===== src/common/sepc_defs.vh =====
// constants for the serial prom command controller
`ifndef SEPC_DEFS_VH
`define SEPC_DEFS_VH
// register offsets (byte addresses)
`define SEPC_CMD_OFF 12'h030
`define SEPC_DATA_OFF 12'h034
// command register fields
`define SEPC_BUSY_BIT 31
`define SEPC_CMD_HI 30
`define SEPC_CMD_LO 28
`define SEPC_TMO_BIT 10
`define SEPC_LOADED_BIT 9
`define SEPC_ADDR_HI 8
`define SEPC_ADDR_LO 0
// command codes
`define SEPC_C_READ 3'h0
`define SEPC_C_ERASE_WRITE_DISABLE_CMD 3'h1
`define SEPC_C_ERASE_WRITE_ENABLE_CMD 3'h2
`define SEPC_C_WRITE 3'h3
`define SEPC_C_WRITE_ALL_CMD 3'h4
`define SEPC_C_ERASE 3'h5
`define SEPC_C_ERASE_ALL_CMD 3'h6
`define SEPC_C_RELOAD 3'h7
// reset values
`define SEPC_CMD_RST 3'h0
`define SEPC_ADDR_RST 9'h000
`define SEPC_DATA_RST 8'h00
// valid-image signature at location zero
`define SEPC_SIGNATURE 8'ha5
// timing: system clock, time-out, serial clock divider
`define SEPC_CLK_MHZ 100
`define SEPC_TMO_MS 30
`define SEPC_TMO_CYC (`SEPC_TMO_MS * 1000 * `SEPC_CLK_MHZ)
`define SEPC_SK_HALF 16'h0019
// number of bytes copied out on a load
`define SEPC_LOAD_LEN 9'h020
`endif


===== src/rtl/sepc_shift.v =====
// serial three-wire frame engine: shifts one instruction out, data in
`timescale 1ns/1ps
module sepc_shift (
  input wire clk_in,
  input wire rst_n_in,
  input wire start_in,
  input wire abort_in,
  input wire [4:0] nbits_in,
  input wire [23:0] frame_in,
  input wire wait_rdy_in,
  input wire do_in,
  input wire [15:0] half_in,
  output reg cs_out,
  output reg sk_out,
  output reg di_out,
  output reg [7:0] rdata_out,
  output reg done_out
);
  // ----------------------------------------
  // state
  // ----------------------------------------
  localparam S_IDLE = 2'd0;
  localparam S_SHIFT = 2'd1;
  localparam S_WAIT = 2'd2;
  localparam S_END = 2'd3;
  reg [1:0] st_r;
  reg [15:0] div_r;
  reg [4:0] cnt_r;
  reg [23:0] sh_r;
  reg wrdy_r;
  wire tick = (div_r == half_in);
  wire [23:0] first_w = frame_in << (5'd24 - nbits_in);

  // one bit per full serial clock; data launched on the falling sk edge so it is settled at the rise
  always @(posedge clk_in or negedge rst_n_in) begin
    if (!rst_n_in) begin
      st_r <= S_IDLE;
      div_r <= 16'h0000;
      cnt_r <= 5'h00;
      sh_r <= 24'h000000;
      wrdy_r <= 1'b0;
      cs_out <= 1'b0;
      sk_out <= 1'b0;
      di_out <= 1'b0;
      rdata_out <= 8'h00;
      done_out <= 1'b0;
    end else begin
      done_out <= 1'b0;
      div_r <= tick ? 16'h0000 : div_r + 16'h0001;
      case (st_r)
        S_IDLE: begin
          sk_out <= 1'b0;
          if (start_in) begin
            st_r <= S_SHIFT;
            cs_out <= 1'b1;
            cnt_r <= nbits_in;
            sh_r <= first_w;
            di_out <= first_w[23];
            wrdy_r <= wait_rdy_in;
            div_r <= 16'h0000;
          end
        end
        S_SHIFT: begin
          if (tick) begin
            if (!sk_out) begin
              sk_out <= 1'b1;
              rdata_out <= {rdata_out[6:0], do_in};
            end else begin
              sk_out <= 1'b0;
              di_out <= sh_r[22];
              sh_r <= {sh_r[22:0], 1'b0};
              cnt_r <= cnt_r - 5'h01;
              if (cnt_r == 5'h01) begin
                st_r <= wrdy_r ? S_WAIT : S_END;
                cs_out <= ~wrdy_r;
                di_out <= 1'b0;
              end
            end
          end
        end
        S_WAIT: begin
          // re-select and poll busy line until the part reports ready
          if (tick) begin
            cs_out <= 1'b1;
            if (cs_out && do_in) begin
              st_r <= S_END;
            end
          end
        end
        S_END: begin
          if (tick) begin
            cs_out <= 1'b0;
            done_out <= 1'b1;
            st_r <= S_IDLE;
          end
        end
        default: st_r <= S_IDLE;
      endcase
      // time-out abort wins over the frame in flight, so select never stays stuck high
      if (abort_in) begin
        st_r <= S_IDLE;
        cs_out <= 1'b0;
        sk_out <= 1'b0;
        di_out <= 1'b0;
      end
    end
  end
endmodule


===== src/rtl/sepc_ctrl.v =====
// serial prom command controller: register port, command sequencer, loader
// How it works
// - writing one to busy runs the selected command; busy holds until done
// - a write with no part attached stays busy until the time-out clears it
// - busy is high from reset until the automatic load has finished or failed
// - three-bit command field at 30:28, reset 000, eight decoded commands
// - read fetches the addressed byte into the data register
// - disable command sends the erase/write disable instruction
// - enable command sends the erase/write enable instruction
// - write location sends the data byte to the addressed location
// - write all sends the data byte to every location
// - erase location erases the addressed location
// - erase all starts a bulk erase
// - reload re-reads the image; fails unless location zero holds a5
// - a failed reload leaves loaded configuration untouched
// - no answer within 30 ms aborts to idle and sets sticky time-out
// - data-loaded flag set on good load, cleared by writing one
// - nine-bit location field at bits 8:0 addresses single-location work
// - data register bits 7:0 hold the byte read or to be written
`timescale 1ns/1ps
`include "sepc_defs.vh"
module sepc_ctrl #(
  parameter TMO_CYCLES = `SEPC_TMO_CYC
) (
  input wire SYS_CLK_IN,
  input wire RESETN_IN,
  input wire [11:0] REG_ADDR_IN,
  input wire [31:0] REG_WDATA_IN,
  input wire REG_WR_IN,
  input wire REG_RD_IN,
  input wire PROM_DO_IN,
  input wire [4:0] CFG_RADDR_IN,
  output reg [31:0] REG_RDATA_OUT,
  output reg PROM_CS_OUT,
  output reg PROM_SK_OUT,
  output reg PROM_DI_OUT,
  output reg [7:0] CFG_DATA_OUT,
  output reg CFG_VALID_OUT
);
  // ----------------------------------------
  // registers
  // ----------------------------------------
  reg busy_r;
  reg [2:0] cmd_r;
  reg tmo_r;
  reg loaded_r;
  reg [8:0] addr_r;
  reg [7:0] data_r;
  reg cfg_valid_r;
  reg [7:0] cfg_mem [0:31];
  reg [7:0] stage_mem [0:31];

  // ----------------------------------------
  // sequencer state
  // ----------------------------------------
  localparam Q_IDLE = 3'd0;
  localparam Q_GO = 3'd1;
  localparam Q_RUN = 3'd2;
  localparam Q_NEXT = 3'd3;
  localparam Q_COMMIT = 3'd4;
  localparam Q_DONE = 3'd5;
  reg [2:0] q_r;
  reg load_r;          // current job is a load (power-up or reload)
  reg [8:0] idx_r;     // byte index for load or write-all walk
  reg [31:0] tmo_cnt_r;
  reg [4:0] copy_r;

  // engine
  reg eng_start_r;
  reg [4:0] nbits;
  reg [23:0] frame;
  reg wrdy;
  wire e_cs;
  wire e_sk;
  wire e_di;
  wire [7:0] e_rd;
  wire e_done;
  wire eng_abort;

  // 9-bit byte addressing: start bit, 2-bit opcode, 9-bit address, 8 data
  always @* begin
    nbits = 5'd12;
    wrdy = 1'b0;
    frame = 24'h000000;
    if (load_r) begin
      frame = {4'h0, 3'b110, idx_r, 8'h00};
      nbits = 5'd20;
    end else begin
      case (cmd_r)
        `SEPC_C_READ: begin
          frame = {4'h0, 3'b110, addr_r, 8'h00};
          nbits = 5'd20;
        end
        `SEPC_C_ERASE_WRITE_DISABLE_CMD: frame = {12'h000, 3'b100, 9'h000};
        `SEPC_C_ERASE_WRITE_ENABLE_CMD: frame = {12'h000, 3'b100, 9'h180};
        `SEPC_C_WRITE: begin
          frame = {4'h0, 3'b101, addr_r, data_r};
          nbits = 5'd20;
          wrdy = 1'b1;
        end
        `SEPC_C_WRITE_ALL_CMD: begin
          frame = {4'h0, 3'b101, idx_r, data_r};
          nbits = 5'd20;
          wrdy = 1'b1;
        end
        `SEPC_C_ERASE: begin
          frame = {12'h000, 3'b111, addr_r};
          wrdy = 1'b1;
        end
        `SEPC_C_ERASE_ALL_CMD: begin
          frame = {12'h000, 3'b100, 9'h100};
          wrdy = 1'b1;
        end
        default: frame = {4'h0, 3'b110, idx_r, 8'h00};
      endcase
    end
  end

  // engine: the part's reply timing is its own, the engine only waits
  sepc_shift u_shift (
    .clk_in(SYS_CLK_IN),
    .rst_n_in(RESETN_IN),
    .start_in(eng_start_r),
    .abort_in(eng_abort),
    .nbits_in(nbits),
    .frame_in(frame),
    .wait_rdy_in(wrdy),
    .do_in(PROM_DO_IN),
    .half_in(`SEPC_SK_HALF),
    .cs_out(e_cs),
    .sk_out(e_sk),
    .di_out(e_di),
    .rdata_out(e_rd),
    .done_out(e_done)
  );

  // ----------------------------------------
  // register port decode
  // ----------------------------------------
  wire wr_cmd = REG_WR_IN && (REG_ADDR_IN == `SEPC_CMD_OFF);
  wire wr_data = REG_WR_IN && (REG_ADDR_IN == `SEPC_DATA_OFF);
  // commands while busy are ignored; software must wait
  wire go = wr_cmd && REG_WDATA_IN[`SEPC_BUSY_BIT] && !busy_r;
  wire tmo_hit = (tmo_cnt_r == TMO_CYCLES - 1);
  wire last_load = (idx_r == `SEPC_LOAD_LEN - 9'h001);
  wire last_all = (idx_r == 9'h1ff);
  // time-out drops the engine back to idle at the same edge
  assign eng_abort = (q_r == Q_RUN) && tmo_hit;

  // main sequencer: load after reset, then software commands
  always @(posedge SYS_CLK_IN or negedge RESETN_IN) begin
    if (!RESETN_IN) begin
      busy_r <= 1'b1;
      load_r <= 1'b1;
      q_r <= Q_GO;
      cmd_r <= `SEPC_CMD_RST;
      addr_r <= `SEPC_ADDR_RST;
      data_r <= `SEPC_DATA_RST;
      tmo_r <= 1'b0;
      loaded_r <= 1'b0;
      idx_r <= 9'h000;
      tmo_cnt_r <= 32'h0;
      eng_start_r <= 1'b0;
    end else begin
      eng_start_r <= 1'b0;
      // software side; command, address and data fields frozen while busy
      if (wr_cmd && !busy_r) begin
        cmd_r <= REG_WDATA_IN[`SEPC_CMD_HI:`SEPC_CMD_LO];
        addr_r <= REG_WDATA_IN[`SEPC_ADDR_HI:`SEPC_ADDR_LO];
      end
      if (wr_data && !busy_r) begin
        data_r <= REG_WDATA_IN[7:0];
      end
      if (wr_cmd && REG_WDATA_IN[`SEPC_TMO_BIT]) begin
        tmo_r <= 1'b0;
      end
      if (wr_cmd && REG_WDATA_IN[`SEPC_LOADED_BIT]) begin
        loaded_r <= 1'b0;
      end
      tmo_cnt_r <= (q_r == Q_RUN) ? tmo_cnt_r + 32'h1 : 32'h0;
      case (q_r)
        Q_IDLE: begin
          if (go) begin
            busy_r <= 1'b1;
            load_r <= (REG_WDATA_IN[`SEPC_CMD_HI:`SEPC_CMD_LO] == `SEPC_C_RELOAD);
            idx_r <= 9'h000;
            q_r <= Q_GO;
          end
        end
        Q_GO: begin
          eng_start_r <= 1'b1;
          q_r <= Q_RUN;
        end
        Q_RUN: begin
          if (tmo_hit) begin
            tmo_r <= 1'b1;
            // busy drops in Q_DONE, a cycle after select is released
            q_r <= Q_DONE;
          end else if (e_done) begin
            q_r <= Q_NEXT;
          end
        end
        Q_NEXT: begin
          if (load_r) begin
            if (idx_r == 9'h000 && e_rd != `SEPC_SIGNATURE) begin
              q_r <= Q_DONE;
            end else if (last_load) begin
              q_r <= Q_COMMIT;
            end else begin
              idx_r <= idx_r + 9'h001;
              q_r <= Q_GO;
            end
          end else if (cmd_r == `SEPC_C_WRITE_ALL_CMD && !last_all) begin
            idx_r <= idx_r + 9'h001;
            q_r <= Q_GO;
          end else begin
            if (cmd_r == `SEPC_C_READ) begin
              data_r <= e_rd;
            end
            q_r <= Q_DONE;
          end
        end
        Q_COMMIT: begin
          if (copy_r == 5'h1f) begin
            loaded_r <= 1'b1;
            q_r <= Q_DONE;
          end
        end
        Q_DONE: begin
          busy_r <= 1'b0;
          load_r <= 1'b0;
          q_r <= Q_IDLE;
        end
        default: q_r <= Q_IDLE;
      endcase
    end
  end

  // staging buffer: live copy changes only after a whole good image
  always @(posedge SYS_CLK_IN) begin
    if (q_r == Q_NEXT && load_r) begin
      stage_mem[idx_r[4:0]] <= e_rd;
    end
  end

  always @(posedge SYS_CLK_IN or negedge RESETN_IN) begin
    if (!RESETN_IN) begin
      copy_r <= 5'h00;
    end else if (q_r == Q_COMMIT) begin
      copy_r <= copy_r + 5'h01;
    end else begin
      copy_r <= 5'h00;
    end
  end

  // live configuration bytes, no reset: undefined until a good load
  always @(posedge SYS_CLK_IN) begin
    if (q_r == Q_COMMIT) begin
      cfg_mem[copy_r] <= stage_mem[copy_r];
    end
  end

  always @(posedge SYS_CLK_IN or negedge RESETN_IN) begin
    if (!RESETN_IN) begin
      cfg_valid_r <= 1'b0;
    end else if (q_r == Q_COMMIT && copy_r == 5'h1f) begin
      cfg_valid_r <= 1'b1;
    end
  end

  // ----------------------------------------
  // outputs, all registered
  // ----------------------------------------
  always @(posedge SYS_CLK_IN or negedge RESETN_IN) begin
    if (!RESETN_IN) begin
      REG_RDATA_OUT <= 32'h0;
      PROM_CS_OUT <= 1'b0;
      PROM_SK_OUT <= 1'b0;
      PROM_DI_OUT <= 1'b0;
      CFG_DATA_OUT <= 8'h00;
      CFG_VALID_OUT <= 1'b0;
    end else begin
      PROM_CS_OUT <= e_cs;
      PROM_SK_OUT <= e_sk;
      PROM_DI_OUT <= e_di;
      CFG_DATA_OUT <= cfg_valid_r ? cfg_mem[CFG_RADDR_IN] : 8'h00;
      CFG_VALID_OUT <= cfg_valid_r;
      REG_RDATA_OUT <= 32'h0; // unmapped reads give zero
      if (REG_RD_IN && REG_ADDR_IN == `SEPC_CMD_OFF) begin
        REG_RDATA_OUT <= {busy_r, cmd_r, 17'h0, tmo_r, loaded_r, addr_r};
      end else if (REG_RD_IN && REG_ADDR_IN == `SEPC_DATA_OFF) begin
        REG_RDATA_OUT <= {24'h0, data_r};
      end
    end
  end
endmodule


===== config.mk =====
export PLATFORM = sky130hd
export DESIGN_NAME = sepc_ctrl
export DESIGN_NICKNAME = d
export VERILOG_FILES = /design/src/rtl/sepc_shift.v /design/src/rtl/sepc_ctrl.v
export VERILOG_INCLUDE_DIRS = /design/src /design/src/common
export SDC_FILE = /design/constraint.sdc
export NUM_CORES = 1
export LEC_CHECK = 0
export BUFFER_PORTS_ARGS = -buffer_cell sky130_fd_sc_hd__buf_4
export CAP_MARGIN = 20
export CORE_MARGIN = 2
export CORE_UTILIZATION = 55
export DETAILED_ROUTE_END_ITERATION = 7
export GPL_ROUTABILITY_DRIVEN = 0
export PLACE_DENSITY = 0.72
export RECOVER_POWER = 50
export SLEW_MARGIN = 20
export SYNTH_ARGS = -nofsm -noshare
export SYNTH_HDL_FRONTEND = slang
export SYNTH_SLANG_ARGS = --single-unit
export TNS_END_PERCENT = 100

===== constraint.sdc =====
create_clock -name SYS_CLK_IN -period 5.2 [get_ports SYS_CLK_IN]
set_input_delay 0.52 -clock SYS_CLK_IN [delete_from_list [all_inputs] [get_ports SYS_CLK_IN]]
set_output_delay 0.52 -clock SYS_CLK_IN [all_outputs]
set_load 0.02 [all_outputs]

==> flow_summary.json <==
{
  "status": "complete, but fails checks",
  "failed_checks": "max-capacitance violations, max-slew violations",
  "place_hpwl_mm": 34.8,
  "rr_endpoint": "cfg_mem[16][4]",
  "internal-power_uw": 8360,
  "p_per_area_nw_per_um2": 342,
  "clkTransAtPathRegs_ps": 60,
  "cp_max_fo": 41,
  "ctsResizeCount": 0,
  "hold_viol": 0,
  "setup_viol_count_final": 0,
  "maxSlewViolCount": 349,
  "worst_pin_slew_ps": 2380,
  "hp-class": "primary input to flop",
  "worstSetupPathType": "flop to flop",
  "synth_top_area_share_pct": 56.1,
  "portBuffers": 63,
  "ys_ff_latch": 669,
  "track_usage_pct": 23.1,
  "synth_largest_area_cell": "edfxtp_1",
  "yosysUniqueCellTypes": 64,
  "cts_tree": "yes",
  "ys_seq_area_share_pct": 70.4,
  "antenna_found_initial": 0,
  "synth_flop_cell": "edfxtp_1",
  "grt-ovfl-total": 0,
  "worstHoldStart": "REG_WDATA_IN[28]",
  "max_freq_ghz": 0.275,
  "clockBufferDepth": 3,
  "drc": 0,
  "tns_ps": 0,
  "p_leak_uw": 0.00886,
  "grt_max_degree": 79,
  "vias_per_cell": 6.18,
  "yosys_warnings": 0,
  "rr_startpoint": "copy_r[1]",
  "grt_pass1_vias": 15200,
  "wire_per_inst_um": 23.4,
  "cp-start-kind": "flop",
  "grt_pass1_wl_mm": 89.4,
  "drive_gt1_share_pct": 17.3,
  "combPwrFrac_pct": 1.5,
  "avgSynthCellArea_sq_um": 16.5,
  "synthCells": 1660,
  "num_rows": 81,
  "area_growth_pct": 11.3,
  "worstPathArrival_ps": 3940,
  "fp.coreArea_sq_um": 49100,
  "wirelength_mm": 57.4,
  "regToRegSetupSlack_ps": 1560,
  "fp.dieArea_sq_um": 51700,
  "synth_enable_flop_cells": 512,
  "vdd_drop_max_mv": 0.244,
  "regArea_sq_um": 19300,
  "fin_crit_ps": 3640,
  "fillCellCount": 3551,
  "placement.cell_area_sq_um": 28600,
  "multi_input_area_sq_um": 7610,
  "numCtsBuffers": 67,
  "n_antenna_cell": 0,
  "clk_latency_ps": 600,
  "synthTopCellsByArea": "edfxtp_1 (56%), dfrtp_1 (14%), mux4_2 (11%), nor2_1 (2.2%), a22oi_1 (1.2%)",
  "htreeDepth": 3,
  "clkPwrFrac_pct": 44.0,
  "vias": 15200,
  "fin_worst_skew_ps": 24.2,
  "first_pass_iters": 5,
  "worstHoldPathCells": 3,
  "ys_async_sr_fraction_pct": 23.5,
  "fin_crit_sh_pct": 70.0,
  "p_sw_uw": 2080,
  "fin_area_sq_um": 30500,
  "clock-root-buffer": "clkbuf_16",
  "rsz0062_at_grt": "no",
  "r2r_cells": 5,
  "drt_iter0_markers": 1581,
  "sw_frac_of_total_pct": 19.9,
  "die_h_um": 227,
  "drtAntennaViolNets": 0,
  "pwr-share-seq_pct": 54.5,
  "syn-cell-area_sq_um": 27400,
  "clock_sinks": 669,
  "required_ps": 5500,
  "hold_end": "cmd_r[0]",
  "cp-end-kind": "flop",
  "drv_cap": 10,
  "fin_nets": 1814,
  "die_x_um": 227,
  "initial_core_util_pct": 55.9,
  "pin_count": 98,
  "slew-limit-headroom_pct": -58.7
}
## flip-flops by register name (all words and copies together) (netlist names), 2 cells and up
register / cells
addr_r: 9
REG_RDATA_OUT: 15
cfg_mem: 256
stage_mem: 256
u_shift.div_r: 16
u_shift.cnt_r: 5
copy_r: 5
u_shift.rdata_out: 8
idx_r: 9
tmo_cnt_r: 32
u_shift.sh_r: 19
q_r: 3
u_shift.st_r: 2
data_r: 8
cmd_r: 3
CFG_DATA_OUT: 8
## stage by stage
stage	hold slack (ps)	cells	setup slack, ps	total power, uW	util [%]
2_1_floorplan	224	1676	2270	5890	-
3_3_place_gp	399	2333	1960	5960	58.2
3_5_place_dp	411	2333	1890	5960	58.2
4_1_cts	119	2453	1870	10500	62.5
5_1_grt	151	2455	1230	10700	62.2
6_report	142	2455	1560	10400	62.2
## power by group through the flow
| stage | combinational (uW) | sequential [uW] | clock (uW) |
|---|---|---|---|
| 3_3_place_gp | 156 | 5800 | 0 |
| 2_1_floorplan | 90.8 | 5800 | 0 |
| 3_5_place_dp | 157 | 5800 | 0 |
| 5_1_grt | 169 | 5690 | 4860 |
| 6_report | 155 | 5690 | 4600 |
| 4_1_cts | 157 | 5690 | 4670 |
## area by class of cell
type | instances | share of cell area [%]
inverter | 26 | 0.320
timing repair buffer | 94 | 1.90
clock buffer | 91 | 6.06
multi-input combinational | 883 | 24.9
sequential | 669 | 63.3
tap | 664 | 2.72
clock inverter | 28 | 0.767
## layer usage
layer  routed length [um]  GRT usage [%]  share of wire [%]  vias up
li1                     -              -                  -     6675
met1                24000           32.6                 42     7835
met2                28600           37.4                 50      583
met3                 3660           3.70                6.4       89
met4                 1150           7.17                2.0        0
met5                    0              0                  0        -
## worst max-delay path: stages (launching register included)
cell     delay [ps]
dfrtp_1        1580
buf_4           580
mux4_2          380
a22oi_1         290
nand4_1         140
buf_4           270
## Yosys cell counts, types with 5 or more instances
cell type	count
a221oi_1	18
nor2_1	161
o22ai_1	15
o21ai_0	39
a221o_1	7
dfrtp_1	154
a22oi_1	42
edfxtp_1	512
clkbuf_1	54
and3_1	15
nor4b_1	9
or2_2	5
inv_1	26
nand3b_1	8
mux4_2	128
and2_1	13
xor2_1	29
a22o_1	26
nand2_1	63
nor2b_1	9
buf_4	17
nand2b_1	6
nor4_1	11
buf_2	13
nand4_1	28
a211o_1	7
buf_1	13
mux2_2	17
or4_1	5
or3_1	11
xnor2_1	18
a21oi_1	22
nand3_1	35
mux2i_1	20
ha_1	19
nor3_1	25
o21a_1	5
## layout by cell type, fill, tap and decap left out, drive strengths merged, types with 19 or more instances in the layout
| cell | count |
|---|---|
| clkbuf | 132 |
| o21ai | 39 |
| nand4 | 28 |
| mux2i | 20 |
| xor2 | 29 |
| ha | 19 |
| a21oi | 23 |
| clkinv | 20 |
| edfxtp | 512 |
| a22oi | 42 |
| nand3 | 35 |
| inv | 29 |
| mux4 | 128 |
| nor3 | 26 |
| buf | 52 |
| nor2 | 161 |
| nand2 | 63 |
| a22o | 27 |
| dfrtp | 154 |
## repair_timing
action / CTS / global route
hold endpoints to repair: 75 / 0
setup buffers: 0 / 0
hold buffers: 1 / 0
## worst max path at each step
stage | start | end | slack [ps]
5_1_grt | CFG_RADDR_IN[0] | CFG_DATA_OUT[7] | 1230
3_5_place_dp | copy_r[0] | cfg_mem[28][6] | 1890
2_1_floorplan | copy_r[0] | cfg_mem[0][0] | 2270
4_1_cts | copy_r[0] | cfg_mem[31][6] | 1870
3_3_place_gp | copy_r[0] | cfg_mem[28][6] | 1960
6_report | copy_r[1] | cfg_mem[16][4] | 1560
## kinds of logic after synthesis
logic type / after synthesis / share of synthesized area (%)
other: 1 / 0.0137
multiplexers: 165 / 11.9
XOR/XNOR: 47 / 1.50
AND/OR/NAND/NOR: 424 / 7.72
buffers and inverters: 124 / 2.02
flip-flops: 669 / 70.4
AO/OA/AOI/OAI: 211 / 5.52
adder cells (fa/ha/maj): 19 / 0.867
(Power assumes the default switching activity.)
